[src/flash_rd_pkg.sv]
// Purpose: Shared constants and types for the flash read path with ECC profiling.
// Assumes: 32-bit Wishbone register bus, 250 MHz clock.
// Notes: Register offsets are byte addresses of aligned words.
package flash_rd_pkg;

	// Register byte offsets.
	localparam logic [7:0] OFS_CTRL      = 8'h00;
	localparam logic [7:0] OFS_STATUS    = 8'h04;
	localparam logic [7:0] OFS_MASK      = 8'h08;
	localparam logic [7:0] OFS_THRESH    = 8'h0C;
	localparam logic [7:0] OFS_COUNT     = 8'h10;
	localparam logic [7:0] OFS_ERR_ADDR  = 8'h14;
	localparam logic [7:0] OFS_ERR_POS   = 8'h18;

	// Control field positions.
	localparam int CTRL_PROF_EN  = 0;
	localparam int CTRL_ONE_FAIL = 1;
	localparam int CTRL_ZERO_FAIL = 2;
	localparam int CTRL_WAIT_LSB = 4;
	localparam int WAIT_W        = 4;

	// Status field positions (same layout in the mask).
	localparam int ST_BUS1_COR = 0;
	localparam int ST_BUS2_COR = 1;
	localparam int ST_PROF_FLG = 2;
	localparam int ST_W        = 3;

	// Reset values.
	localparam logic [31:0] CTRL_RESET   = 32'h0000_0010;
	localparam logic [15:0] THRESH_RESET = 16'hFFFF;

	// Bank geometry: a bank ends at the last 64 KiB page offset 0xFFFF.
	localparam logic [15:0] BANK_TAIL_FIRST = 16'hFFF1;
	localparam logic [15:0] BANK_TAIL_LAST  = 16'hFFFF;

	// Single-cycle mode frequency limit and the bus clock.
	localparam int SINGLE_CYCLE_MAX_MHZ = 20;
	localparam int CLK_MHZ              = 250;

	// A flash read request from either bus.
	typedef struct packed {
		logic        valid;
		logic        bus2;
		logic [31:0] addr;
		logic [1:0]  size;
	} rd_req_t;

	// One ECC check result on the flash side.
	typedef struct packed {
		logic        valid;
		logic        correctable;
		logic        bus2;
		logic        special_area;
		logic [31:0] addr;
		logic [7:0]  bit_pos;
	} ecc_evt_t;

	// Decoded register select.
	typedef enum logic [2:0] {
		SEL_CTRL, SEL_STATUS, SEL_MASK, SEL_THRESH, SEL_COUNT, SEL_ADDR, SEL_POS, SEL_NONE
	} reg_sel_t;

endpackage

[src/flash_rd_ecc.sv]
// Purpose: Flash read path with ECC error reporting, profiling and a Wishbone register slave.
// Assumes: Classic Wishbone, 32-bit data, one flash read outstanding at a time.
// Notes: Interrupt output is high while any unmasked status bit is set.
// Function
// RULE1: Bus-two correctable error sets its flag. The code sets it only for errors in the special area.
// RULE2: Profiling keeps bus-two flag clear.
// RULE3: Profiling counts errors, flags at threshold.
// RULE4: Profiling enable bit enters profiling.
// RULE5: Software keeps force-fail enables off when profiling.
// RULE6: Error address and position name culprit.
// RULE7: Unaligned bank-tail reads complete without abort.
// RULE8: Bank-crossing reads complete without abort.
// RULE9: Software avoids zero wait above 20MHz.
// RULE10: Software may leave last fifteen bytes unused.
//
// The implementer's own choices: the Wishbone register port and the register addresses.
`timescale 1ns/100ps
`default_nettype none
module flash_rd_ecc
	import flash_rd_pkg::*;
(
	// Clock and reset.
	input  wire logic        clk_i,
	input  wire logic        rst_i,
	// Wishbone slave.
	input  wire logic        cyc_i,
	input  wire logic        stb_i,
	input  wire logic        we_i,
	input  wire logic [7:0]  adr_i,
	input  wire logic [3:0]  sel_i,
	input  wire logic [31:0] dat_i,
	output logic [31:0]      dat_o,
	output logic             ack_o,
	// Flash read requests.
	input  wire rd_req_t     rd_req_i,
	output logic             rd_done_o,
	output logic             rd_abort_o,
	// ECC check results.
	input  wire ecc_evt_t    ecc_i,
	// Fault injection to the ECC checker.
	output logic             force_one_fail_enable_o,
	output logic             force_zero_fail_enable_o,
	// Interrupt.
	output logic             irq_o
);

	// Control and status state.
	logic [31:0]      ctrl;
	logic [31:0]      next_ctrl;
	logic [ST_W-1:0]  status;
	logic [ST_W-1:0]  next_status;
	logic [ST_W-1:0]  mask;
	logic [ST_W-1:0]  next_mask;
	logic [15:0]      thresh;
	logic [15:0]      next_thresh;
	logic [31:0]      err_addr;
	logic [31:0]      next_err_addr;
	logic [7:0]       err_pos;
	logic [7:0]       next_err_pos;
	logic [31:0]      next_dat;
	logic [31:0]      thr_word;
	logic             next_ack;
	logic             wr_en;
	logic [ST_W-1:0]  set_bits;
	logic             profiling_enable;
	logic             prof_hit;
	logic [15:0]      prof_count;
	logic             cor_evt;
	reg_sel_t         rsel;

	// Address decode, shared by read and write paths.
	function automatic reg_sel_t decode(input logic [7:0] a);
		if (a == OFS_CTRL) begin
			decode = SEL_CTRL;
		end else if (a == OFS_STATUS) begin
			decode = SEL_STATUS;
		end else if (a == OFS_MASK) begin
			decode = SEL_MASK;
		end else if (a == OFS_THRESH) begin
			decode = SEL_THRESH;
		end else if (a == OFS_COUNT) begin
			decode = SEL_COUNT;
		end else if (a == OFS_ERR_ADDR) begin
			decode = SEL_ADDR;
		end else if (a == OFS_ERR_POS) begin
			decode = SEL_POS;
		end else begin
			decode = SEL_NONE;
		end
	endfunction

	// Byte-lane merge for writes.
	function automatic logic [31:0] merge(input logic [31:0] old, input logic [31:0] d, input logic [3:0] s);
		for (int i = 0; i < 4; i++) begin
			merge[i*8 +: 8] = s[i] ? d[i*8 +: 8] : old[i*8 +: 8];
		end
	endfunction

	assign rsel  = decode(adr_i);
	// A write lands on the edge at which the master sees ack, never one edge early.
	assign wr_en = cyc_i && stb_i && we_i && ack_o;

	// RULE4: enable bit drives mode
	assign profiling_enable         = ctrl[CTRL_PROF_EN];
	assign force_one_fail_enable_o  = ctrl[CTRL_ONE_FAIL];
	assign force_zero_fail_enable_o = ctrl[CTRL_ZERO_FAIL];
	assign cor_evt                  = ecc_i.valid && ecc_i.correctable;

	// Profiling counter.
	ecc_profile u_prof (
		.clk_i       (clk_i),
		.rst_i       (rst_i),
		.enable_i    (profiling_enable),
		.threshold_i (thresh),
		.cor_evt_i   (cor_evt),
		.count_o     (prof_count),
		.hit_o       (prof_hit)
	);

	// Read sequencing; only bank-crossing reads take two beats, tail reads that stay in the bank take one, and none abort.
	flash_bank_split u_split (
		.clk_i      (clk_i),
		.rst_i      (rst_i),
		.req_i      (rd_req_i),
		.wait_i     (ctrl[CTRL_WAIT_LSB +: WAIT_W]),
		.done_o     (rd_done_o),
		.two_beat_o ()
	);

	// RULE7: no abort generated
	assign rd_abort_o = 1'b0;

	// Event sources; in profiling the bus-two flag is held off so software sees only one cause.
	always_comb begin
		set_bits = '0;
		if (cor_evt) begin
			if (profiling_enable) begin
				// RULE2: profiling reports via flag
				set_bits[ST_PROF_FLG] = prof_hit;
			end else if (ecc_i.bus2 && ecc_i.special_area) begin
				// RULE1: bus-two correctable flag
				set_bits[ST_BUS2_COR] = 1'b1;
			end else if (!ecc_i.bus2) begin
				set_bits[ST_BUS1_COR] = 1'b1;
			end
		end
	end

	// Register next values; hardware set wins over a write-one clear in the same cycle.
	always_comb begin
		next_ctrl     = ctrl;
		next_mask     = mask;
		next_thresh   = thresh;
		next_status   = status;
		next_err_addr = err_addr;
		next_err_pos  = err_pos;
		thr_word      = merge({16'h0, thresh}, dat_i, sel_i);
		if (wr_en) begin
			if (rsel == SEL_CTRL) begin
				next_ctrl = merge(ctrl, dat_i, sel_i);
			end else if (rsel == SEL_MASK && sel_i[0]) begin
				next_mask = dat_i[ST_W-1:0];
			end else if (rsel == SEL_THRESH) begin
				next_thresh = thr_word[15:0];
			end else if (rsel == SEL_STATUS && sel_i[0]) begin
				next_status = status & ~dat_i[ST_W-1:0];
			end
		end
		next_status = next_status | set_bits;
		// RULE6: capture causing access
		if (cor_evt && (set_bits != '0 || profiling_enable)) begin
			next_err_addr = ecc_i.addr;
			next_err_pos  = ecc_i.bit_pos;
		end
	end

	// Read data and acknowledge; every access answers in one cycle, unmapped reads zero.
	always_comb begin
		next_ack = cyc_i && stb_i && !ack_o;
		next_dat = 32'h0000_0000;
		case (rsel)
			SEL_CTRL:   next_dat = ctrl;
			SEL_STATUS: next_dat = {29'h0, status};
			SEL_MASK:   next_dat = {29'h0, mask};
			SEL_THRESH: next_dat = {16'h0, thresh};
			SEL_COUNT:  next_dat = {16'h0, prof_count};
			SEL_ADDR:   next_dat = err_addr;
			SEL_POS:    next_dat = {24'h0, err_pos};
			default:    next_dat = 32'h0000_0000;
		endcase
	end

	// Registers.
	always_ff @(posedge clk_i) begin
		if (rst_i) begin
			ctrl     <= CTRL_RESET;
			status   <= '0;
			mask     <= '0;
			thresh   <= THRESH_RESET;
			err_addr <= '0;
			err_pos  <= '0;
			ack_o    <= 1'b0;
			dat_o    <= '0;
		end else begin
			ctrl     <= next_ctrl;
			status   <= next_status;
			mask     <= next_mask;
			thresh   <= next_thresh;
			err_addr <= next_err_addr;
			err_pos  <= next_err_pos;
			ack_o    <= next_ack;
			dat_o    <= next_dat;
		end
	end

	// Level interrupt from unmasked sticky bits.
	assign irq_o = |(status & mask);

	// Bus-two error in the special area outside profiling must show in the status one cycle later.
	a_bus2_sets: assert property (@(posedge clk_i) disable iff (rst_i) // RULE1
		(cor_evt && !profiling_enable && ecc_i.bus2 && ecc_i.special_area) |=> status[ST_BUS2_COR])
		else $error("Bus-two correctable flag not set.");

	// No new bus-two flag while profiling.
	a_bus2_quiet: assert property (@(posedge clk_i) disable iff (rst_i) // RULE2
		(profiling_enable && !status[ST_BUS2_COR]) |=> !status[ST_BUS2_COR])
		else $error("Bus-two flag set during profiling.");

	// Threshold hit in profiling raises the profiling flag.
	a_prof_flag: assert property (@(posedge clk_i) disable iff (rst_i) // RULE3
		(profiling_enable && cor_evt && ({1'b0, prof_count} + 17'h1 >= {1'b0, thresh})) |=> status[ST_PROF_FLG])
		else $error("Profiling flag missed at threshold.");

	// Writing the enable bit enters profiling on the next cycle.
	a_enter_prof: assert property (@(posedge clk_i) disable iff (rst_i) // RULE4
		(wr_en && rsel == SEL_CTRL && sel_i[0] && dat_i[CTRL_PROF_EN]) |=> profiling_enable)
		else $error("Profiling mode not entered.");

	// Captured address is the reporting access, not an earlier one.
	a_err_addr: assert property (@(posedge clk_i) disable iff (rst_i) // RULE6
		(cor_evt && set_bits[ST_BUS2_COR]) |=> (err_addr == $past(ecc_i.addr)))
		else $error("Error address does not match the causing access.");

	// Abort seen low at least once within three cycles of any read request.
	a_no_abort: assert property (@(posedge clk_i) disable iff (rst_i) // RULE7
		rd_req_i.valid |-> ##[0:3] !rd_abort_o)
		else $error("Read aborted.");

	// Ack lasts exactly one cycle.
	a_ack_pulse: assert property (@(posedge clk_i) disable iff (rst_i)
		ack_o |=> !ack_o)
		else $error("Ack held too long.");

	// Interrupt is high while the bus-two status bit is set and unmasked.
	a_irq_level: assert property (@(posedge clk_i) disable iff (rst_i)
		(status[ST_BUS2_COR] && mask[ST_BUS2_COR]) |-> irq_o)
		else $error("Interrupt missing for unmasked bit.");

	// A standing request is answered on the next edge.
	a_ack_answer: assert property (@(posedge clk_i) disable iff (rst_i)
		(cyc_i && stb_i && !ack_o) |=> ack_o)
		else $error("Ack missing after request.");

	// No ack without a request standing.
	a_ack_quiet: assert property (@(posedge clk_i) disable iff (rst_i)
		!(cyc_i && stb_i) |=> !ack_o)
		else $error("Ack without request.");

	// A first-bus error outside profiling shows in its own status bit.
	a_bus1_sets: assert property (@(posedge clk_i) disable iff (rst_i)
		(cor_evt && !profiling_enable && !ecc_i.bus2) |=> status[ST_BUS1_COR])
		else $error("Bus-one correctable flag not set.");

	// Profiling leaves the bus-one flag alone as well, so the profiling flag is the only report.
	a_bus1_quiet: assert property (@(posedge clk_i) disable iff (rst_i) // RULE2
		(profiling_enable && !status[ST_BUS1_COR]) |=> !status[ST_BUS1_COR])
		else $error("Bus-one flag set during profiling.");

	// The bit position is captured with the reporting access.
	a_err_pos: assert property (@(posedge clk_i) disable iff (rst_i) // RULE6
		(cor_evt && set_bits[ST_BUS2_COR]) |=> (err_pos == $past(ecc_i.bit_pos)))
		else $error("Error position does not match the causing access.");

	// In profiling every event is captured, so the flag never points at an older access.
	a_prof_addr: assert property (@(posedge clk_i) disable iff (rst_i) // RULE6
		(cor_evt && profiling_enable) |=> (err_addr == $past(ecc_i.addr)))
		else $error("Profiling error address is stale.");

	// The counter is held at zero outside profiling.
	a_count_clear: assert property (@(posedge clk_i) disable iff (rst_i) // RULE3
		!profiling_enable |=> (prof_count == 16'h0))
		else $error("Profiling counter not cleared.");

	// Read completion is a single-cycle pulse.
	a_done_pulse: assert property (@(posedge clk_i) disable iff (rst_i) // RULE8
		rd_done_o |=> !rd_done_o)
		else $error("Read done held too long.");

	// A write-one clear takes a bit down unless a new event sets it again.
	a_status_clear: assert property (@(posedge clk_i) disable iff (rst_i)
		(wr_en && rsel == SEL_STATUS && sel_i[0] && dat_i[ST_BUS1_COR] && !set_bits[ST_BUS1_COR])
		|=> !status[ST_BUS1_COR])
		else $error("Status bit not cleared by write.");

endmodule
`default_nettype wire

[src/flash_bank_split.sv]
// Purpose: Splits a read into one or two beats so tail-of-bank and bank-crossing reads never abort.
// Assumes: Request held until done_o; flash answers after the programmed wait states.
// Notes: Bank index is address bit 16 upward; non power-of-two banks change nothing here.
`timescale 1ns/100ps
`default_nettype none
module flash_bank_split
	import flash_rd_pkg::*;
(
	// Clock and reset.
	input  wire logic              clk_i,
	input  wire logic              rst_i,
	// Request side.
	input  wire rd_req_t           req_i,
	input  wire logic [WAIT_W-1:0] wait_i,
	// Result side.
	output logic                   done_o,
	output logic                   two_beat_o
);

	typedef enum logic [1:0] {IDLE, BEAT1, BEAT2, DONE} split_st_t;

	split_st_t           st;
	split_st_t           next_st;
	logic [WAIT_W-1:0]   cnt;
	logic [WAIT_W-1:0]   next_cnt;
	logic                split;
	logic                next_split;
	logic [2:0]          nbytes;
	logic [16:0]         end_ofs;

	// Bytes covered by the access, and whether its last byte leaves the 64 KiB page.
	always_comb begin
		nbytes  = (req_i.size == 2'd2) ? 3'd4 : ((req_i.size == 2'd1) ? 3'd2 : 3'd1);
		end_ofs = {1'b0, req_i.addr[15:0]} + {14'h0, nbytes} - 17'h1;
	end

	// Sequencing: a crossing read is served as two flash beats, each with its own wait.
	always_comb begin
		next_st    = st;
		next_cnt   = cnt;
		next_split = split;
		case (st)
			IDLE: begin
				if (req_i.valid) begin
					// RULE7: tail reads split only if they cross the bank
					next_split = end_ofs[16] || (req_i.addr[15:0] >= BANK_TAIL_FIRST && nbytes > 3'd1
						&& req_i.addr[15:0] <= BANK_TAIL_LAST && end_ofs[16]);
					next_cnt = wait_i;
					next_st  = BEAT1;
				end
			end
			BEAT1: begin
				if (cnt == '0) begin
					next_cnt = wait_i;
					// RULE8: crossing gets second beat
					next_st  = split ? BEAT2 : DONE;
				end else begin
					next_cnt = cnt - 1'b1;
				end
			end
			BEAT2: begin
				if (cnt == '0) begin
					next_st = DONE;
				end else begin
					next_cnt = cnt - 1'b1;
				end
			end
			default: begin
				next_st = IDLE;
			end
		endcase
	end

	// State registers.
	always_ff @(posedge clk_i) begin
		if (rst_i) begin
			st    <= IDLE;
			cnt   <= '0;
			split <= 1'b0;
		end else begin
			st    <= next_st;
			cnt   <= next_cnt;
			split <= next_split;
		end
	end

	assign done_o     = (st == DONE);
	assign two_beat_o = split;

	// Every accepted read finishes: done within wait plus a fixed bound, never dropped.
	// RULE8: no read is abandoned
	a_split_completes: assert property (@(posedge clk_i) disable iff (rst_i) // RULE8
		(st == IDLE && req_i.valid) |-> ##[2:40] done_o)
		else $error("Split read did not complete.");

endmodule
`default_nettype wire

[src/ecc_profile.sv]
// Purpose: Correctable-error counter with threshold for profiling mode.
// Assumes: One ECC event per cycle at most.
// Notes: Counter saturates; it clears when profiling is left.
`timescale 1ns/100ps
`default_nettype none
module ecc_profile
	import flash_rd_pkg::*;
(
	// Clock and reset.
	input  wire logic        clk_i,
	input  wire logic        rst_i,
	// Control.
	input  wire logic        enable_i,
	input  wire logic [15:0] threshold_i,
	input  wire logic        cor_evt_i,
	// Results.
	output logic [15:0]      count_o,
	output logic             hit_o
);

	logic [15:0] next_count;

	// Count correctable events only while profiling.
	always_comb begin
		next_count = count_o;
		hit_o      = 1'b0;
		if (!enable_i) begin
			next_count = '0;
		end else if (cor_evt_i) begin
			// RULE3: count and compare
			if (count_o != 16'hFFFF) begin
				next_count = count_o + 16'h1;
			end
			// Widened sum so that a saturated counter still meets the threshold.
			hit_o = (({1'b0, count_o} + 17'h1) >= {1'b0, threshold_i});
		end
	end

	// Counter register.
	always_ff @(posedge clk_i) begin
		if (rst_i) begin
			count_o <= '0;
		end else begin
			count_o <= next_count;
		end
	end

	// A counted event never goes without a step of the counter below saturation.
	a_count_steps: assert property (@(posedge clk_i) disable iff (rst_i) // RULE3
		(enable_i && cor_evt_i && count_o != 16'hFFFF) |=> (count_o == $past(count_o) + 16'h1))
		else $error("Profiling counter did not step.");

endmodule
`default_nettype wire

[config.mk]
export PLATFORM = sky130hd
export DESIGN_NAME = flash_rd_ecc
export DESIGN_NICKNAME = d
export VERILOG_FILES = /design/src/flash_rd_pkg.sv /design/src/flash_rd_ecc.sv /design/src/flash_bank_split.sv /design/src/ecc_profile.sv
export SDC_FILE = /design/constraint.sdc
export NUM_CORES = 1
export LEC_CHECK = 0
export BUFFER_PORTS_ARGS = -buffer_cell sky130_fd_sc_hd__buf_2
export CORE_MARGIN = 2
export CORE_UTILIZATION = 59
export CTS_CLUSTER_DIAMETER = 40
export DETAILED_ROUTE_END_ITERATION = 6
export GPL_ROUTABILITY_DRIVEN = 0
export HOLD_SLACK_MARGIN = 0.15
export PLACE_DENSITY = 0.93
export RECOVER_POWER = 50
export SLEW_MARGIN = 20
export SYNTH_ARGS = -nofsm -noshare
export SYNTH_HDL_FRONTEND = slang
export SYNTH_SLANG_ARGS = --single-unit
[constraint.sdc]
create_clock -name clk_i -period 4.05 [get_ports clk_i]
set_input_delay 0.2025 -clock clk_i [delete_from_list [all_inputs] [get_ports clk_i]]
set_output_delay 0.2025 -clock clk_i [all_outputs]
set_load 0.05 [all_outputs]
* After elaboration in Yosys (flattened, before gate mapping)
Cells that the tools add are included.
** Cells by class
- Divide/modulo/power cells :: 0
- Eq/ne operators :: 22
- Reductions and logical operators :: 34
- Multipliers :: 0
- Bitwise gates (word level) :: 7
- Muxes and demuxes :: 30
- Shift-type cells :: 0
- Add/sub/neg operators :: 5
- $lt $le $gt $ge :: 4
** Operator list (number)
- 32-bit case mux with 7 select lines :: 1
- 3-bit 2-to-1 mux :: 11
- 8-bit by 5-bit equality test with 1-bit output (second input constant) :: 3
- 3-bit AND reduction :: 7
- 16-bit by 1-bit adder with 17-bit output (second input constant) :: 1
- 16-bit by 3-bit adder with 17-bit output :: 1
- 17-bit by 16-bit greater-or-equal comparator with 1-bit output :: 1
- 17-bit by 1-bit subtractor with 17-bit output (second input constant) :: 1
- 16-bit by 1-bit adder with 16-bit output (second input constant) :: 1
- 8-bit by 4-bit equality test with 1-bit output (second input constant) :: 2
- 16-bit greater-or-equal comparator (second input constant) :: 1
- 16-bit <= comparator (second input constant) :: 1
- 16-bit inequality test (second input constant) :: 1
- 2-bit 2-to-1 mux :: 7
- 1-bit logical AND :: 12
- 4-bit 2-to-1 mux :: 3
- 4-bit case mux with 3 select lines :: 1
- 5-bit AND reduction :: 2
- 3-bit equality test (second input constant) :: 3
- 8-bit by 3-bit equality test with 1-bit output (second input constant) :: 1
- 8-bit zero test :: 1
- 3-bit bitwise AND :: 2
- 2-bit equality test (second input constant) :: 3
- 3-bit by 2-bit equality test with 1-bit output (second input constant) :: 2
- 20 further kinds :: 33
** Word-level totals
- Input bits :: 129
- Bits in writable memories :: 0
- Bits in read-only memories :: 0
- Memories kept :: 0
- Latch bits :: 0
- Bits in registers :: 150

* Longest topological paths before layout
Gate-level depths: netlist of run 1.
- Word-level depth :: 16
- Gate-level depth with buffers :: 12
- Depth with buffers taken out :: 11

* Hierarchy
A second synthesis of run 1 with hierarchy kept.
** Unflattened totals
- Cells, all modules :: 890
- Area, all modules :: 7642.3 um^2
** Modules (own cells, without submodules)
- flash_rd_ecc :: area an instance 5213.8 um^2, cells an instance 573, times used 1
- ecc_profile :: area an instance 1487.7 um^2, cells an instance 194, times used 1
- flash_bank_split :: area an instance 940.9 um^2, cells an instance 123, times used 1

* Least setup slack after synthesis of run 1
Ideal clock, no wire load.
- Kind :: register -> register
- Start :: reg u_prof.count_o[0]
- End :: reg status[2]
- Arrival :: 2.728 ns
- Setup time :: 0.064 ns
- Cell stages (with the launch flop) :: 12
- Clock period less this slack :: 2.792 ns
- Slack :: 1.258 ns
- Cell sequence :: dfxtp_1 > ha_1 > nand4_1 > or3_1 > clkbuf_2 > nor2_1 > xor2_1 > ha_1 > nand3_1 > or3_1 > or4_1 > nand4_1
** On the way
- Longest elaborated chain between the ends :: 5
** Ends and longest elaborated chain
- start: declaration :: RTL line ecc_profile.sv:17 : output logic [15:0] count_o,
- start signal: assignment :: RTL line ecc_profile.sv:44 : count_o <= next_count;
- 16-bit by 1-bit adder with 17-bit output :: RTL line ecc_profile.sv:35 : hit_o = (({1'b0, count_o} + 17'h1) >= {1'b0, threshold_i});
- 17-bit by 16-bit greater-or-equal comparator with 1-bit output :: RTL line ecc_profile.sv:35
- 1-bit 2-to-1 mux :: RTL line flash_rd_ecc.sv:137 : if (profiling_enable) begin
- 3-bit 2-to-1 mux :: RTL line flash_rd_ecc.sv:136 : if (cor_evt) begin
- 3-bit bitwise OR :: RTL line flash_rd_ecc.sv:169 : next_status = next_status | set_bits;
- end signal: assignment :: RTL line flash_rd_ecc.sv:206 : status <= next_status;
- end: declaration :: RTL line flash_rd_ecc.sv:50 : logic [ST_W-1:0] status;
No other way between the ends.
A chain may end at the register's enable or synchronous reset.

* Worst setup path after layout of run 1
- Start :: in adr_i[7]
- End :: reg thresh[10]
** On the way
- Longest elaborated chain between the ends :: 12
** Ends and longest elaborated chain
- start: declaration :: RTL line flash_rd_ecc.sv:29 : input wire logic [7:0] adr_i,
- 8-bit by 5-bit equality test with 1-bit output :: RTL line flash_rd_ecc.sv:85 : end else if (a == OFS_ERR_POS) begin
- 1-bit 2-to-1 mux :: RTL line flash_rd_ecc.sv:85
- 2-bit 2-to-1 mux :: RTL line flash_rd_ecc.sv:83 : end else if (a == OFS_ERR_ADDR) begin
- 2-bit 2-to-1 mux :: RTL line flash_rd_ecc.sv:81 : end else if (a == OFS_COUNT) begin
- 3-bit 2-to-1 mux :: RTL line flash_rd_ecc.sv:79 : end else if (a == OFS_THRESH) begin
- 3-bit 2-to-1 mux :: RTL line flash_rd_ecc.sv:77 : end else if (a == OFS_MASK) begin
- 3-bit 2-to-1 mux :: RTL line flash_rd_ecc.sv:75 : end else if (a == OFS_STATUS) begin
- 3-bit 2-to-1 mux (*) :: RTL line flash_rd_ecc.sv:73 : if (a == OFS_CTRL) begin
- 3-bit by 2-bit equality test with 1-bit output :: RTL line flash_rd_ecc.sv:161 : end else if (rsel == SEL_MASK && sel_i[0]) begin
- 1-bit logical AND :: RTL line flash_rd_ecc.sv:161
- 1-bit inverter (no source line)
- 5-bit AND reduction (no source line) (*)
- end signal: assignment :: RTL line flash_rd_ecc.sv:208 : thresh <= next_thresh;
- end: declaration :: RTL line flash_rd_ecc.sv:54 : logic [15:0] thresh;
Every way passes the cells marked *; elsewhere a longest branch is shown, timed or not.

==> results of run 1 <==
[per-stage QoR]
step           power, uW  instances  cell area (sq um)
2_1_floorplan       1900        882               7430
3_3_place_gp        2020       1149               8160
3_5_place_dp        2040       1149               8160
4_1_cts             3530       1257               9460
5_1_grt             3720       1259               9400
6_report            3600       1259               9400
[routing by layer]
metal | part of all wire (%) | wire (microns)
met5 | 0 | 0
met4 | 6.6 | 1580
met3 | 8.8 | 2100
met2 | 48 | 11500
met1 | 36 | 8730
[synthesized netlist by cell type (all sizes together), types with 2 or more instances]
master   instances  area (sq um)
o21ai           14          73.8
xnor2            5          43.8
a22oi           32           290
inv             50           188
nand4           13          96.3
a211oi           3          22.5
a21oi           96           480
or4              2          18.8
a222oi           4          40.0
nor3b            2          26.3
nand3           19          95.1
nand2b           3          18.8
nor4             3          33.8
or3              7          43.8
nor3             6          30.0
dfxtp          150          3000
nor2b            6          45.0
mux2i           22           220
o211ai          18           150
nand2          170           646
ha              42           526
nor2            72           300
nor4b            2          32.5
a31oi            2          12.5
a2bb2oi          2          17.5
a22o            13           114
buf             22           155
clkbuf          34           130
a21o             7          52.6
and2             5          31.3
xor2            21           184
mux2            11           124
o31ai            2          15.0
and3             9          56.3
[registers in the layout, summed over array words and instances (netlist names)]
name and cells:
ctrl 32, dat_o 32, mask 3, u_prof.count_o 16, u_split.two_beat_o 1, u_split.cnt 4
thresh 16, status 3, err_pos 8, err_addr 32, ack_o 1, u_split.st 2
[timing repair]
action                    CTS  global route
hold endpoints to repair   94             0
buffers inserted            0             0
hold buffers               76             0
[final cells by class]
class / instances / area (sq um)
Clock inverter: 10 / 96.3
Antenna cell: 1 / 2.50
Tap cell: 168 / 210
Fill cell: 793 / 2760
Clock buffer: 22 / 444
Inverter: 50 / 188
Sequential cell: 150 / 3000
Timing Repair Buffer: 232 / 1530
Multi-Input combinational cell: 626 / 3930
[worst max-delay path by stage]
stage / endpoint / slack [ns] / cells after the start
after global placement: status[2] / 1.18 / 10
after global routing: thresh[8] / 0.64 / 7
final: thresh[10] / 0.70 / 7
after detailed placement: status[2] / 1.12 / 10
after floorplan: status[2] / 1.26 / 11
after CTS: status[2] / 1.10 / 10
[worst max-delay path, delay by kind of cell]
kind | cells | cell delay (ns)
buf+inv | 2 | 0.55
simple gates | 4 | 2.53
mux | 1 | 0.34
[power groups by stage]
stage | logic [uW] | clock network, uW | registers [uW]
2_1_floorplan | 319 | 0 | 1580
3_3_place_gp | 435 | 0 | 1580
3_5_place_dp | 452 | 0 | 1580
4_1_cts | 513 | 1470 | 1550
5_1_grt | 591 | 1560 | 1560
6_report | 538 | 1500 | 1560
[logic make-up (layout without fill, tap and decap cells)]
family,count (synthesis),in the layout,synth area share (%)
AND/OR/NAND/NOR,323,323,20.3
AO/OA/AOI/OAI,201,201,18.0
flip-flops,150,150,40.4
buffers and inverters,106,314,6.37
adder cells (fa/ha/maj),42,42,7.08
multiplexers,33,33,4.63
XOR/XNOR,26,26,3.07
other,1,2,0.0505
==> impl_metrics.tcl, run 1 <==
set metrics [dict create \
    avgSynthCellArea_sq_um 8.42 \
    min_period_ns 3.35 \
    hold_depth 3 \
    fp-row-count 40 \
    synth_cell_types 63 \
    setup_ws_ns 0.695 \
    finalSetupViolCount 0 \
    rsz0062_at_grt "no" \
    switching_share_pct 27.5 \
    cts_buffer_depth 2 \
    cp.arrival_ns 3.63 \
    dr.pass1.iters 7 \
    cp.required_ns 4.32 \
    grt_use_met2_pct 60.5 \
    routed_wl_mm 23.9 \
    cts-root-buf "clkbuf_16" \
    drtIter0Drc 1014 \
    ys_seq_area_share_pct 40.4 \
    crit_slowest_cell "nor3b_1" \
    cts_buffers 17 \
    fin_util_pct 77.3 \
    start_util_pct 61.1 \
    layout_common_cells "167 x nand2_1, 150 x dfxtp_1, 110 x buf_2" \
    tightest_slew_ns 2.48 \
    pwr-share-comb_pct 15.0 \
    path_class "in -> reg" \
    max_freq_mhz 298 \
    whs_ns 0.221 \
    final-max-slew-violation-count 57 \
    viasPerCell 6.06 \
    p_sw_uw 990 \
    rr_startpoint "u_prof.count_o[2]" \
    areaGrowthSynthToFinish_pct 26.6 \
    mappedNetlistNets 1053 \
    clock_latency_ns 0.43 \
    holdCritStartpoint "ecc_i[41]" \
    grt_pass1_vias 7635 \
    ctsHtreeMaxLevel 4 \
    crit_chain "buf_2 > or4_1 > nor3b_1 > clkbuf_1 > nand4_1 > mux2i_1 > nand2_1" \
    drcViolationCount 1 \
    clock-sinks 150 \
    overflow 0 \
    relSlewSlack_pct -65.2 \
    max-cap-violations 3 \
    final_net_count 1248 \
    pre_cts_ws_ns 1.12 \
    met3_usage_pct 7.68 \
    leakage_uw 0.00395 \
    internal_power_uw 2610 \
    die_width_microns 116 \
    synth_area_sq_um 7430 \
    violations "design-rule violations, max-capacitance violations, max-slew violations" \
    fin_setup_tns_ns 0 \
    core_sq_um 12200 \
    die_h_microns 116 \
    hold_class "in -> reg" \
    grt_pass1_wl_mm 36.8 \
    use_met1_pct 39.0 \
    synth_top_flop_cell "dfxtp_1" \
    drive_gt1_share_pct 17.3 \
    syn_inst 882 \
    cts-resized-gates 0 \
    power_density_nw_per_um2 383 \
    start_kind "primary input" \
    ff2ff_path_depth 9 \
    antenna_found_initial 1 \
    layout_commonest_cell "nand2_1" \
    hold_violations 0 \
    slowest_delay_ns 1.22 \
    dr_total_vias 7632 \
    clkTransAtPathRegs_ns 0.06 \
    die_area_sq_um 13500 \
    end_kind "flip-flop" \
    ioPinCount 167 \
    post-dp-hpwl_mm 13.7 \
    cts_tree "built" \
    worstReg2RegEnd "status[2]" \
    p_clk_share_pct 41.7 \
    synth_seq_cells 150 \
    clock-skew-final_ns 0.0177 \
    status "finished with violations" \
    io_buffers 148 \
    synthArstFlopShare_pct 0 \
    p_seq_share_pct 43.3 \
    hold-path-endpoint "status[1]" \
    wire_per_inst_microns 19.0 \
    fin_crit_sh_pct 82.8 \
    grt_usage_pct 35.5 \
    critPathLaunch "adr_i[7]" \
    synth-edff-count 0 \
    grt_max_degree 56 \
    cp_max_fo 11 \
    rrSetupSlack_ns 0.83 \
    ant_nets 0 \
    yosysWarningCount 0 \
    top_usage_layer "met2" \
    vdd_drop_max_mv 0.295 \
]
(Power assumes the default switching activity.)
==> run 2, diff against run 1 <==
Settings changed: CORE_UTILIZATION 59 to 55, PLACE_DENSITY 0.93 to 0.88.
Clock period 4.05 ns to 3.1 ns, I/O delays scaled along.
==> run 2 against run 1 <==
The flow still finishes with violations (design-rule violations, max-capacitance violations, max-slew violations). Clock power increased by 32%. Non-clock buffer count is 13 higher. First-iteration DRC count rose by 24%. Routed wire length is 2.2% higher. Highest routed layer unchanged. Utilization shrank 5.5 points. Clock skew fell by 0.0060 ns.
==> impl_metrics.tcl, run 2 (synthesis gave the netlist of run 1 again) <==
set metrics [dict create \
    layout_commonest_cell "nand2_1" \
    wire_per_inst_microns 19.1 \
    relSlewSlack_pct -17.8 \
    max_freq_mhz 336 \
    path_class "reg -> reg" \
    end_kind "flip-flop" \
    cts_tree "built" \
    viasPerCell 6.00 \
    post-dp-hpwl_mm 13.6 \
    fin_setup_tns_ns 0 \
    die_area_sq_um 14400 \
    start_util_pct 56.3 \
    post-place-cells 1167 \
    fp-row-count 42 \
    finalSetupViolCount 0 \
    core_sq_um 13200 \
    multi_input_area_sq_um 3890 \
    regArea_sq_um 3000 \
    clock_latency_ns 0.43 \
    final-max-slew-violation-count 84 \
    io_buffers 148 \
    pwr-share-comb_pct 15.2 \
    ant_nets 0 \
    setup_ws_ns 0.126 \
    grt_usage_pct 33.8 \
    fin_crit_sh_pct 95.9 \
    min_period_ns 2.97 \
    routed_wl_mm 24.5 \
    whs_ns 0.199 \
    status "finished with violations" \
    cts-root-buf "clkbuf_16" \
    internal_power_uw 3450 \
    p_clk_share_pct 41.9 \
    cts_buffer_depth 2 \
    drtIter0Drc 1253 \
    top_regs "ctrl: 32 flops, dat_o: 32 flops, err_addr: 32 flops" \
    violations "design-rule violations, max-capacitance violations, max-slew violations" \
    cts_buffers 17 \
    grt_pass1_wl_mm 38.0 \
    start_kind "flip-flop" \
    die_h_microns 120 \
    switching_share_pct 27.0 \
    final_cells 1280 \
    hold_class "in -> reg" \
    areaGrowthSynthToFinish_pct 27.5 \
    drcViolationCount 4 \
    power_density_nw_per_um2 500 \
    grt_max_degree 84 \
    grt_pass1_vias 7770 \
    dr.pass1.iters 7 \
    nFillCells 904 \
    clock-sinks 150 \
    ctsHtreeMaxLevel 4 \
    ioPinCount 167 \
    p_sw_uw 1280 \
    leakage_uw 0.00400 \
    drive_gt1_share_pct 17.3 \
    clkTransAtPathRegs_ns 0.06 \
    cp.arrival_ns 3.34 \
    dr_total_vias 7680 \
    rsz0062_at_grt "no" \
    die_width_microns 120 \
    final_net_count 1261 \
    vdd_drop_max_mv 0.429 \
    cp_max_fo 5 \
    clock-skew-final_ns 0.0117 \
    max-cap-violations 1 \
    overflow 0 \
    hold_violations 0 \
    cp.required_ns 3.47 \
    layout_common_cells "167 x nand2_1, 149 x dfxtp_1, 109 x buf_2" \
    tightest_slew_ns 1.77 \
    pre_cts_ws_ns 0.157 \
    p_seq_share_pct 43.0 \
    antenna_found_initial 2 \
]
==> run 2: changes by cell type in the layout (fill, tap and decap cells not counted), sizes merged <==
cell         before  now
buf             116  121
dlygate4sd3      76   78
diode             1    3
inv              53   52
clkinvlp          4    5
clkbuf           62   66
==> run 2: final timing paths <==
path | start | end | slack [ns] | cells past startpoint
max reg2reg | u_prof.count_o[1] | status[2] | 0.13 | 10
max | u_prof.count_o[1] | status[2] | 0.13 | 10
min reg2reg | err_addr[25] | err_addr[25] | 0.45 | 2
min | rd_req_i[35] | u_split.st[0] | 0.20 | 5
==> run 2: metrics by stage <==
step                      total power [uW]  area [sq um]  util [%]
after floorplan                       2480          7430         -
after global placement                2660          8250      62.6
after detailed placement              2680          8250      62.6
after CTS                             4680          9590      72.7
after global routing                  4900          9460      71.8
final                                 4730          9470      71.8
==> run 2: cell type report <==
type	count	share of cell area [%]
tap	176	2.33
sequential	150	31.7
clock buffer	20	4.82
inverter	50	1.98
timing repair buffer	245	16.9
antenna	3	0.0793
multi-input combinational	626	41.1
clock inverter	10	1.04
==> run 2: worst max-delay path, stage by stage, from the launching register on <==
cell and delay [ns]:
dfxtp_1 0.40, ha_2 0.26, nand4_1 0.18, or3_1 0.42, nor2_2 0.19, xor2_1 0.09
ha_1 0.31, nand3_1 0.08, or3_1 0.35, or4_1 0.54, nand4_1 0.10
==> run 2: power groups by stage <==
stage          clock (uW)  combinational (uW)  sequential (uW)
6_report             1980                 718             2030
3_3_place_gp            0                 594             2070
2_1_floorplan           0                 417             2060
3_5_place_dp            0                 612             2070
5_1_grt              2060                 801             2040
4_1_cts              1950                 699             2030
==> run 2: per-layer routing <==
metal | global-route usage, % | routed length [microns] | up-vias
met2 | 56.1 | 11600 | 545
met1 | 37.9 | 8900 | 3498
li1 | - | - | 3453
met3 | 8.11 | 2240 | 184
met5 | 0 | 0 | -
met4 | 24.2 | 1750 | 0
==> run 2: what timing repair did <==
action / 4_1_cts / 5_1_grt
setup buffers: 0 / 2
endpoints found under the setup margin: 0 / 1
gates resized for setup: 0 / 3
endpoints found under the hold margin: 95 / 0
hold buffers: 78 / 0
